### src/shared/cfpr_pkg.sv
// Constants for the nine-bit FIFO with parity, retransmit and cascade ring
`default_nettype none
package cfpr_pkg;
  localparam int          DATA_W      = 9;
  localparam int          ADDR_W      = 9;
  localparam int          DEPTH       = 512;
  // Bus register byte offsets
  localparam logic [3:0]  OFS_PROG    = 4'h0;
  localparam logic [3:0]  OFS_CONFIG  = 4'h4;
  localparam logic [3:0]  OFS_STATUS  = 4'h8;
  // Program word fields
  localparam int          PAR_EN_BIT  = 8;
  localparam int          PAR_CHK_BIT = 7;
  localparam int          PAR_ODD_BIT = 6;
  localparam logic [8:0]  PROG_RST    = 9'h000;
  // Config word fields
  localparam int          CFG_CASC    = 0;
  localparam int          CFG_PVIEW   = 1;
  localparam logic [1:0]  CFG_RST     = 2'h0;
  // Status word fields
  localparam int          ST_EMPTY    = 0;
  localparam int          ST_FULL     = 1;
  localparam int          ST_WTOK     = 2;
  localparam int          ST_RTOK     = 3;
  localparam int          ST_DRIVE    = 4;
  localparam int          ST_CNT_LSB  = 8;
  // Retransmit recovery, in ns, and derived cycles at 10 MHz
  localparam int          CLK_NS      = 100;
  localparam int          RTR_NS      = 100;
  localparam int          RTR_CYC_RAW = (RTR_NS + CLK_NS - 1) / CLK_NS;
  localparam int          RTR_CYC     = (RTR_CYC_RAW < 1) ? 1 : RTR_CYC_RAW;
  localparam logic [3:0]  RTR_CNT     = 4'(RTR_CYC);
  // Retransmit sequence states, Gray along the path except the RT_RECV to RT_IDLE return
  typedef enum logic [1:0] {
    RT_IDLE = 2'b00,
    RT_HOLD = 2'b01,
    RT_RECV = 2'b11
  } cfpr_rt_t;
endpackage
`default_nettype wire

### src/core/cfpr_mem.sv
// Dual-port storage array with registered read data
`timescale 1ns/1ps
`default_nettype none
module cfpr_mem
  import cfpr_pkg::*;
(
  // Clock
  input  wire logic              clk_i,
  // Write port
  input  wire logic              wr_en_i,
  input  wire logic [ADDR_W-1:0] wr_addr_i,
  input  wire logic [DATA_W-1:0] wr_data_i,
  // Read port
  input  wire logic              rd_en_i,
  input  wire logic [ADDR_W-1:0] rd_addr_i,
  output logic      [DATA_W-1:0] rd_data_o
);
  logic [DATA_W-1:0] store [DEPTH];

  // Array write; no reset so it maps onto block memory
  always_ff @(posedge clk_i) begin
    if (wr_en_i) begin
      store[wr_addr_i] <= wr_data_i;
    end
  end

  // Read data holds until the next read
  always_ff @(posedge clk_i) begin
    if (rd_en_i) begin
      rd_data_o <= store[rd_addr_i];
    end
  end
endmodule // cfpr_mem
`default_nettype wire

### src/core/cfpr_fifo.sv
// FIFO core: parity options, retransmit, cascade ring and register slave
`timescale 1ns/1ps
`default_nettype none
module cfpr_fifo
  import cfpr_pkg::*;
(
  // Clock and reset
  input  wire logic              clk_i,
  input  wire logic              rst_i,
  // Wishbone slave
  input  wire logic              wb_cyc_i,
  input  wire logic              wb_stb_i,
  input  wire logic              wb_we_i,
  input  wire logic [3:0]        wb_adr_i,
  input  wire logic [3:0]        wb_sel_i,
  input  wire logic [31:0]       wb_dat_i,
  output logic      [31:0]       wb_dat_o,
  output logic                   wb_ack_o,
  // Writer side
  input  wire logic              write_enable_n_i,
  input  wire logic [DATA_W-1:0] data_i,
  // Reader side
  input  wire logic              read_enable_n_i,
  input  wire logic              output_enable_n_i,
  output logic      [DATA_W-1:0] data_o,
  output logic                   data_oe_o,
  // Retransmit
  input  wire logic              retransmit_n_i,
  // Cascade ring and strap
  input  wire logic              cascade_in_n_i,
  output logic                   cascade_out_n_o,
  input  wire logic              first_load_n_i,
  // Boundary flags
  output logic                   empty_o,
  output logic                   full_o
);
  // Pointer difference gives the fill level
  function automatic logic [ADDR_W:0] fill(input logic [ADDR_W:0] w, input logic [ADDR_W:0] r);
    fill = w - r;
  endfunction

  // Registers and state
  logic [8:0]        prog;
  logic [1:0]        cfg;
  logic [ADDR_W:0]   wr_ptr;
  logic [ADDR_W:0]   rd_ptr;
  logic              wtok;
  logic              rtok;
  logic              drive;
  logic              xo_n;
  cfpr_rt_t          rt_state;
  logic [3:0]        rt_cnt;
  logic              empty_q;
  logic              full_q;
  logic [31:0]       dat_q;
  logic              ack_q;
  logic [DATA_W-1:0] rd_data;

  logic [8:0]        next_prog;
  logic [1:0]        next_cfg;
  logic [ADDR_W:0]   next_wr_ptr;
  logic [ADDR_W:0]   next_rd_ptr;
  logic              next_wtok;
  logic              next_rtok;
  logic              next_drive;
  logic              next_xo_n;
  cfpr_rt_t          next_rt_state;
  logic [3:0]        next_rt_cnt;
  logic              next_empty;
  logic              next_full;
  logic [31:0]       next_dat;
  logic              next_ack;

  logic              cascaded;
  logic              bus_req;
  logic              rt_busy;
  logic              do_wr;
  logic              do_rd;
  logic [DATA_W-1:0] wr_word;
  logic [ADDR_W:0]   level;

  assign cascaded = cfg[CFG_CASC];
  assign bus_req  = wb_cyc_i & wb_stb_i & ~ack_q;
  assign rt_busy  = (rt_state != RT_IDLE);
  assign level    = fill(wr_ptr, rd_ptr);

  // Accepted transfers; cascaded devices move only while holding the turn
  always_comb begin
    do_wr = ~write_enable_n_i & ~full_q & ~rt_busy & (~cascaded | wtok);
    do_rd = ~read_enable_n_i & ~empty_q & ~rt_busy & (~cascaded | rtok);
  end

  // Parity shaping of the stored ninth bit
  always_comb begin
    wr_word = data_i;
    if (prog[PAR_EN_BIT]) begin
      if (!prog[PAR_CHK_BIT]) begin
        wr_word[8] = (^data_i[7:0]) ^ prog[PAR_ODD_BIT];
      end else begin
        wr_word[8] = ((^data_i) == prog[PAR_ODD_BIT]);
      end
    end
  end

  cfpr_mem u_mem (
    .clk_i     (clk_i),
    .wr_en_i   (do_wr),
    .wr_addr_i (wr_ptr[ADDR_W-1:0]),
    .wr_data_i (wr_word),
    .rd_en_i   (do_rd),
    .rd_addr_i (rd_ptr[ADDR_W-1:0]),
    .rd_data_o (rd_data)
  );

  // Retransmit sequencer: low pulse, then recovery before new transfers
  always_comb begin
    next_rt_state = rt_state;
    next_rt_cnt   = rt_cnt;
    case (rt_state)
      RT_IDLE: begin
        if (!retransmit_n_i && !cascaded) begin
          next_rt_state = RT_HOLD;
        end
      end
      RT_HOLD: begin
        if (retransmit_n_i) begin
          next_rt_state = RT_RECV;
          next_rt_cnt   = RTR_CNT;
        end
      end
      RT_RECV: begin
        // Guards a controller that re-enables too early
        if (rt_cnt <= 4'h1) begin
          next_rt_state = RT_IDLE;
          next_rt_cnt   = 4'h0;
        end else begin
          next_rt_cnt = rt_cnt - 4'h1;
        end
      end
      default: begin
        next_rt_state = RT_IDLE;
        next_rt_cnt   = 4'h0;
      end
    endcase
  end

  always_ff @(posedge clk_i) begin
    if (rst_i) begin
      rt_state <= RT_IDLE;
      rt_cnt   <= 4'h0;
    end else begin
      rt_state <= next_rt_state;
      rt_cnt   <= next_rt_cnt;
    end
  end

  // Pointers and boundary flags; flags follow pointers every cycle
  always_comb begin
    next_wr_ptr = wr_ptr;
    next_rd_ptr = rd_ptr;
    if (do_wr) begin
      next_wr_ptr = wr_ptr + 10'h001;
    end
    if (rt_state == RT_IDLE && !retransmit_n_i && !cascaded) begin
      next_rd_ptr = '0;
    end else if (do_rd) begin
      next_rd_ptr = rd_ptr + 10'h001;
    end
    // One clock, so a read right after the first write is always counted
    next_empty = (fill(next_wr_ptr, next_rd_ptr) == 10'h000);
    next_full  = (fill(next_wr_ptr, next_rd_ptr) == 10'(DEPTH));
  end

  always_ff @(posedge clk_i) begin
    if (rst_i) begin
      wr_ptr  <= '0;
      rd_ptr  <= '0;
      empty_q <= 1'b1;
      full_q  <= 1'b0;
    end else begin
      wr_ptr  <= next_wr_ptr;
      rd_ptr  <= next_rd_ptr;
      empty_q <= next_empty;
      full_q  <= next_full;
    end
  end

  // Cascade turns: one handoff pulse per departing write or read turn
  always_comb begin
    next_wtok  = wtok;
    next_rtok  = rtok;
    next_drive = drive;
    next_xo_n  = 1'b1;
    if (cascaded) begin
      if (do_wr && next_full) begin
        next_wtok = 1'b0;
        next_xo_n = 1'b0;
      end else if (do_rd && next_empty && !wtok) begin
        next_rtok = 1'b0;
        next_xo_n = 1'b0;
      end
      // Incoming pulse: an empty idle device takes the write turn first
      if (!cascade_in_n_i) begin
        if (empty_q && !wtok && !rtok) begin
          next_wtok = 1'b1;
        end else if (!empty_q && !rtok) begin
          next_rtok = 1'b1;
        end
      end
    end
    // Bus released on the edge after handing off, driven after first read
    if (cascaded && !rtok) begin
      next_drive = 1'b0;
    end else if (do_rd) begin
      next_drive = 1'b1;
    end
  end

  always_ff @(posedge clk_i) begin
    if (rst_i) begin
      wtok  <= ~first_load_n_i;
      rtok  <= ~first_load_n_i;
      drive <= 1'b0;
      xo_n  <= 1'b1;
    end else begin
      wtok  <= next_wtok;
      rtok  <= next_rtok;
      drive <= next_drive;
      xo_n  <= next_xo_n;
    end
  end

  // Register slave; unmapped reads give zero, unmapped writes are dropped
  always_comb begin
    next_prog = prog;
    next_cfg  = cfg;
    next_ack  = bus_req;
    next_dat  = 32'h0000_0000;
    if (bus_req && wb_we_i) begin
      case (wb_adr_i)
        OFS_PROG: begin
          if (wb_sel_i[0]) begin
            next_prog[7:0] = wb_dat_i[7:0];
          end
          if (wb_sel_i[1]) begin
            next_prog[8] = wb_dat_i[8];
          end
          // Almost-flag settings mean nothing in a cascade
          if (cascaded) begin
            next_prog[5:0] = prog[5:0];
          end
        end
        OFS_CONFIG: begin
          if (wb_sel_i[0]) begin
            next_cfg = wb_dat_i[1:0];
          end
        end
        default: begin
          next_cfg = cfg;
        end
      endcase
    end else if (bus_req) begin
      case (wb_adr_i)
        OFS_PROG:   next_dat = {23'h000000, prog};
        OFS_CONFIG: next_dat = {30'h00000000, cfg};
        OFS_STATUS: next_dat = {14'h0000, level, 3'h0, drive, rtok, wtok, full_q, empty_q};
        default:    next_dat = 32'h0000_0000;
      endcase
    end
  end

  always_ff @(posedge clk_i) begin
    if (rst_i) begin
      prog  <= PROG_RST;
      cfg   <= CFG_RST;
      dat_q <= 32'h0000_0000;
      ack_q <= 1'b0;
    end else begin
      prog  <= next_prog;
      cfg   <= next_cfg;
      dat_q <= next_dat;
      ack_q <= next_ack;
    end
  end

  // Outputs; bit 8 carries data, generated parity or parity match flag, or the parity enable bit in program view
  always_comb begin
    wb_dat_o        = dat_q;
    wb_ack_o        = ack_q;
    cascade_out_n_o = xo_n;
    empty_o         = empty_q;
    full_o          = full_q;
    if (cfg[CFG_PVIEW]) begin
      data_o    = prog;
      data_oe_o = ~output_enable_n_i & (~cascaded | ~first_load_n_i);
    end else begin
      data_o    = rd_data;
      data_oe_o = ~output_enable_n_i & (~cascaded | drive);
    end
  end
endmodule // cfpr_fifo
`default_nettype wire

### config.mk
export PLATFORM = sky130hd
export DESIGN_NAME = cfpr_fifo
export DESIGN_NICKNAME = d
export VERILOG_FILES = /design/src/shared/cfpr_pkg.sv /design/src/core/cfpr_mem.sv /design/src/core/cfpr_fifo.sv
export SDC_FILE = /design/constraint.sdc
export NUM_CORES = 2
export LEC_CHECK = 0
export CAP_MARGIN = 40
export CELL_PAD_IN_SITES_DETAIL_PLACEMENT = 0
export CELL_PAD_IN_SITES_GLOBAL_PLACEMENT = 1
export CORE_MARGIN = 1.5
export CORE_UTILIZATION = 45
export CTS_CLUSTER_SIZE = 40
export DETAILED_ROUTE_END_ITERATION = 8
export DONT_BUFFER_PORTS = 1
export GPL_ROUTABILITY_DRIVEN = 0
export PLACE_DENSITY = 0.71
export SLEW_MARGIN = 10
export SYNTH_ARGS = -nofsm -noshare
export SYNTH_HDL_FRONTEND = slang
export SYNTH_MEMORY_MAX_BITS = 65536
export SYNTH_SLANG_ARGS = --single-unit
export TNS_END_PERCENT = 10
### constraint.sdc
create_clock -name clk_i -period 14.4 [get_ports clk_i]
set_input_delay 1.44 -clock clk_i [delete_from_list [all_inputs] [get_ports clk_i]]
set_output_delay 1.44 -clock clk_i [all_outputs]
set_load 0.05 [all_outputs]
==> flow_summary.ini <==
[run_status]
status = finished with violations
failed_checks = max-slew violations

[finish]
nets = 8592
drive_above_1_share_pct = 27.7
syn_to_final_growth_pct = 12.9
final_cells = 14200
utilization_pct = 51.1

[synth]
async_flop_share_pct = 0
synth-seq-cells = 4679
syn-instance-count = 8102
ys.flop_type = edfxtp_1
synth_adder_area_share_pct = 0.184
synth_top_area_cell = edfxtp_1
synthXorXnorAreaFrac_pct = 0.164
synth.distinct_cells = 80
muxShareOfSynthArea_pct = 17.0
synth_compound_area_share_pct = 1.89
syn-cell-area_um2 = 181000
synth_edf_count = 4619
synth-warning-count = 0
synth_top_family_by_area = multiplexers
synth_top_area_share_pct = 76.5
synthTopCellsByArea = edfxtp_1 77%, mux4_2 16%, nor2_1 1.3%
synth.yosys.seq_area_share_pct = 77.2
synth-simple-area-share_pct = 2.12
avgSynthCellArea_um2 = 22.4

[floorplan]
rows = 232
io_pins = 106
die-area_um2 = 407000
die_h_um = 638
coreArea_um2 = 400000
start_util_pct = 45.3
die_w_um = 638

[setup_path]
path_cells = buf_12 -> buf_12 -> buf_4 -> mux4_2 -> mux4_2 -> nand2_1 -> a21oi_1 -> nor3_1 -> nor3_1 -> a311oi_1 -> a21oi_1
path_class = reg -> reg
endpoint_kind = flop
max_stage_delay_ps = 890
crit_fanout = 118
r2r-end = u_mem.rd_data_o[8]$_DFFE_PN_
arrival_ps = 7050
critPathTopFamily = buffers and inverters
start_kind = flop
worst-path-buf-inv = 3
cp-endpoint = u_mem.rd_data_o[8]$_DFFE_PN_
r2r_cells = 11
required_ps = 15100
r2r_slack_ps = 8050
slowest_stage = dfxtp_4
crit_start = rd_ptr[1]$_SDFF_PP0_
reg2reg_from = rd_ptr[1]$_SDFF_PP0_
path_depth = 11

[place]
post-place-ws_ps = 7560
hpwlAfterDp_um = 272000
portBuffers = 0
dpl.cell_count = 13200

[timing]
period_share_pct = 44.1
fin_skew_ps = 66.7
rsz0062_at_grt = false
maxSlewViolCount = 113
final.min_clock_period_ps = 6350
worst_pin_slew_ps = 1620
tns_ps = 0
fmax_ghz = 0.157
finalHoldViolations = 0
fin_ws_ps = 8050
slew_headroom_pct = -8.31
setup_viol = 0

[clock_tree]
numCtsBuffers = 449
cts_resized = 0
cts_tree = done
clk_pin_slew_ps = 70
clock-sinks = 4679
cts_setup_buffers = 0
h-tree-depth = 5
cts_hold_buf = 0
cts_buffer_depth = 4
insertion_delay_ps = 1000
cts_root_buf = clkbuf_16

[global_routing]
grt_antenna_before_repair = 40
grt_max_degree = 514
grt_pass1_vias = 87600
grt_pass1_wl_um = 663000
grtUsageTotal_pct = 22.8
gr-total-overflow = 0

[drt]
wl_per_cell_um = 33.3
dr.pass1.iters = 5
vias = 88200
via_per_inst = 6.23
drc_errors = 0
drt_iter0_drc = 12000
wl_um = 471000
antenna_left = 0

[flow_run]
maxCapViolCount = 0

[pwr]
leakage_nw = 62.1
powerDensity_nw_per_um2 = 136
ir_worst_vdd_v = 0.000119

[min_path]
hp-class = reg -> reg
==> worst min path at each step <==
stage / from / to / slack [ps] / cells after the start
detailed placement: prog[5]$_SDFFE_PP0P_ / wb_dat_o[5]$_SDFF_PP0_ / 490 / 1
CTS: rst_i / rd_ptr[4]$_SDFF_PP0_ / 450 / 1
floorplan: prog[5]$_SDFFE_PP0P_ / wb_dat_o[5]$_SDFF_PP0_ / 450 / 1
global route: rst_i / rd_ptr[1]$_SDFF_PP0_ / 480 / 1
finish: prog[5]$_SDFFE_PP0P_ / wb_dat_o[5]$_SDFF_PP0_ / 510 / 1
global placement: prog[5]$_SDFFE_PP0P_ / wb_dat_o[5]$_SDFF_PP0_ / 470 / 1
==> cells in the mapped netlist, types with 7 or more instances <==
library cell / n
nand4_1: 7
o22ai_1: 30
o21ai_1: 10
nor4_1: 8
buf_4: 58
mux2i_1: 112
nor3_1: 29
a21oi_1: 87
clkbuf_1: 234
buf_2: 109
nand2_1: 174
ha_1: 25
a22o_1: 46
xnor2_1: 27
xor2_1: 7
a22oi_1: 83
mux4_2: 1315
o21ai_0: 49
buf_1: 58
nand3_1: 22
buf_6: 39
a31oi_1: 15
a221oi_1: 58
dfxtp_1: 60
and3_1: 15
o221ai_1: 13
o31ai_1: 7
nor2_1: 607
edfxtp_1: 4619
a32oi_1: 14
inv_1: 24
mux2_2: 10
and2_1: 18
nor2b_1: 13
o211ai_1: 10
==> routing by layer <==
layer | routed length [um] | GRT usage (%) | vias up
met3 | 46700 | 5.11 | 781
li1 | - | - | 35000
met5 | 97 | 0 | -
met2 | 222000 | 35.7 | 4745
met1 | 186000 | 32.3 | 47600
met4 | 15900 | 7.17 | 14
==> state kept, by name, indices dropped and copies added, names as in the netlist, 4 cells and up <==
signal	flops
prog	9
wb_dat_o	18
rd_ptr	10
u_mem.rd_data_o	9
rt_cnt	4
wr_ptr	10
u_mem.store	4608
==> final cells by class <==
class,count,area (um2)
multi-input cells,2910,39100
diodes,14,35.0
fillers,30700,196000
well taps,5265,6590
clock inverters,276,2830
flip-flops and latches,4679,140000
clock buffers,554,11800
inverters,28,114
repair buffers,438,4190
==> metrics by stage <==
| step | power (mW) | cell area, um2 | hold slack (ps) |
|---|---|---|---|
| 2_1_floorplan | 16.0 | 181000 | 446 |
| 3_3_place_gp | 16.2 | 187000 | 473 |
| 3_5_place_dp | 16.2 | 189000 | 490 |
| 4_1_cts | 27.8 | 204000 | 447 |
| 5_1_grt | 28.5 | 205000 | 478 |
| 6_report | 27.8 | 205000 | 508 |
==> cell usage in the layout, fill, tap and decap left out, types with 13 or more instances in the layout <==
cell and count:
a21oi_1 87, a221oi_1 58, a22o_1 46, a22oi_1 83, a31oi_1 15, a32oi_1 14
and2_1 16, and3_1 15, buf_12 19, buf_16 32, buf_4 374, bufinv_16 50
clkbuf_1 94, clkbuf_16 456, clkinv_1 102, clkinv_2 83, clkinvlp_4 16, conb_1 14
dfxtp_1 55, diode_2 14, edfxtp_1 4619, ha_1 25, inv_1 21, mux2i_1 112
mux4_2 1315, nand2_1 165, nand3_1 14, nor2_1 598, nor3_1 27, o21ai_0 49
o221ai_1 13, o22ai_1 30, xnor2_1 27
==> where the power goes <==
part           total [mW]  internal, mW  switching, mW
Sequential           15.0          15.0         0.0226
Clock                11.8          6.72           5.06
Combinational        1.06         0.440          0.619
==> cell families (layout without fill, tap and decap cells) <==
logic type	Yosys count	after routing
buf+inv	526	1296
mux	1437	1437
xor+xnor	34	34
compound gates	476	476
simple gates	923	923
fa+ha+maj	26	26
flops	4679	4679
other cells	1	28
No activity file was read; power rests on OpenSTA's default activity.
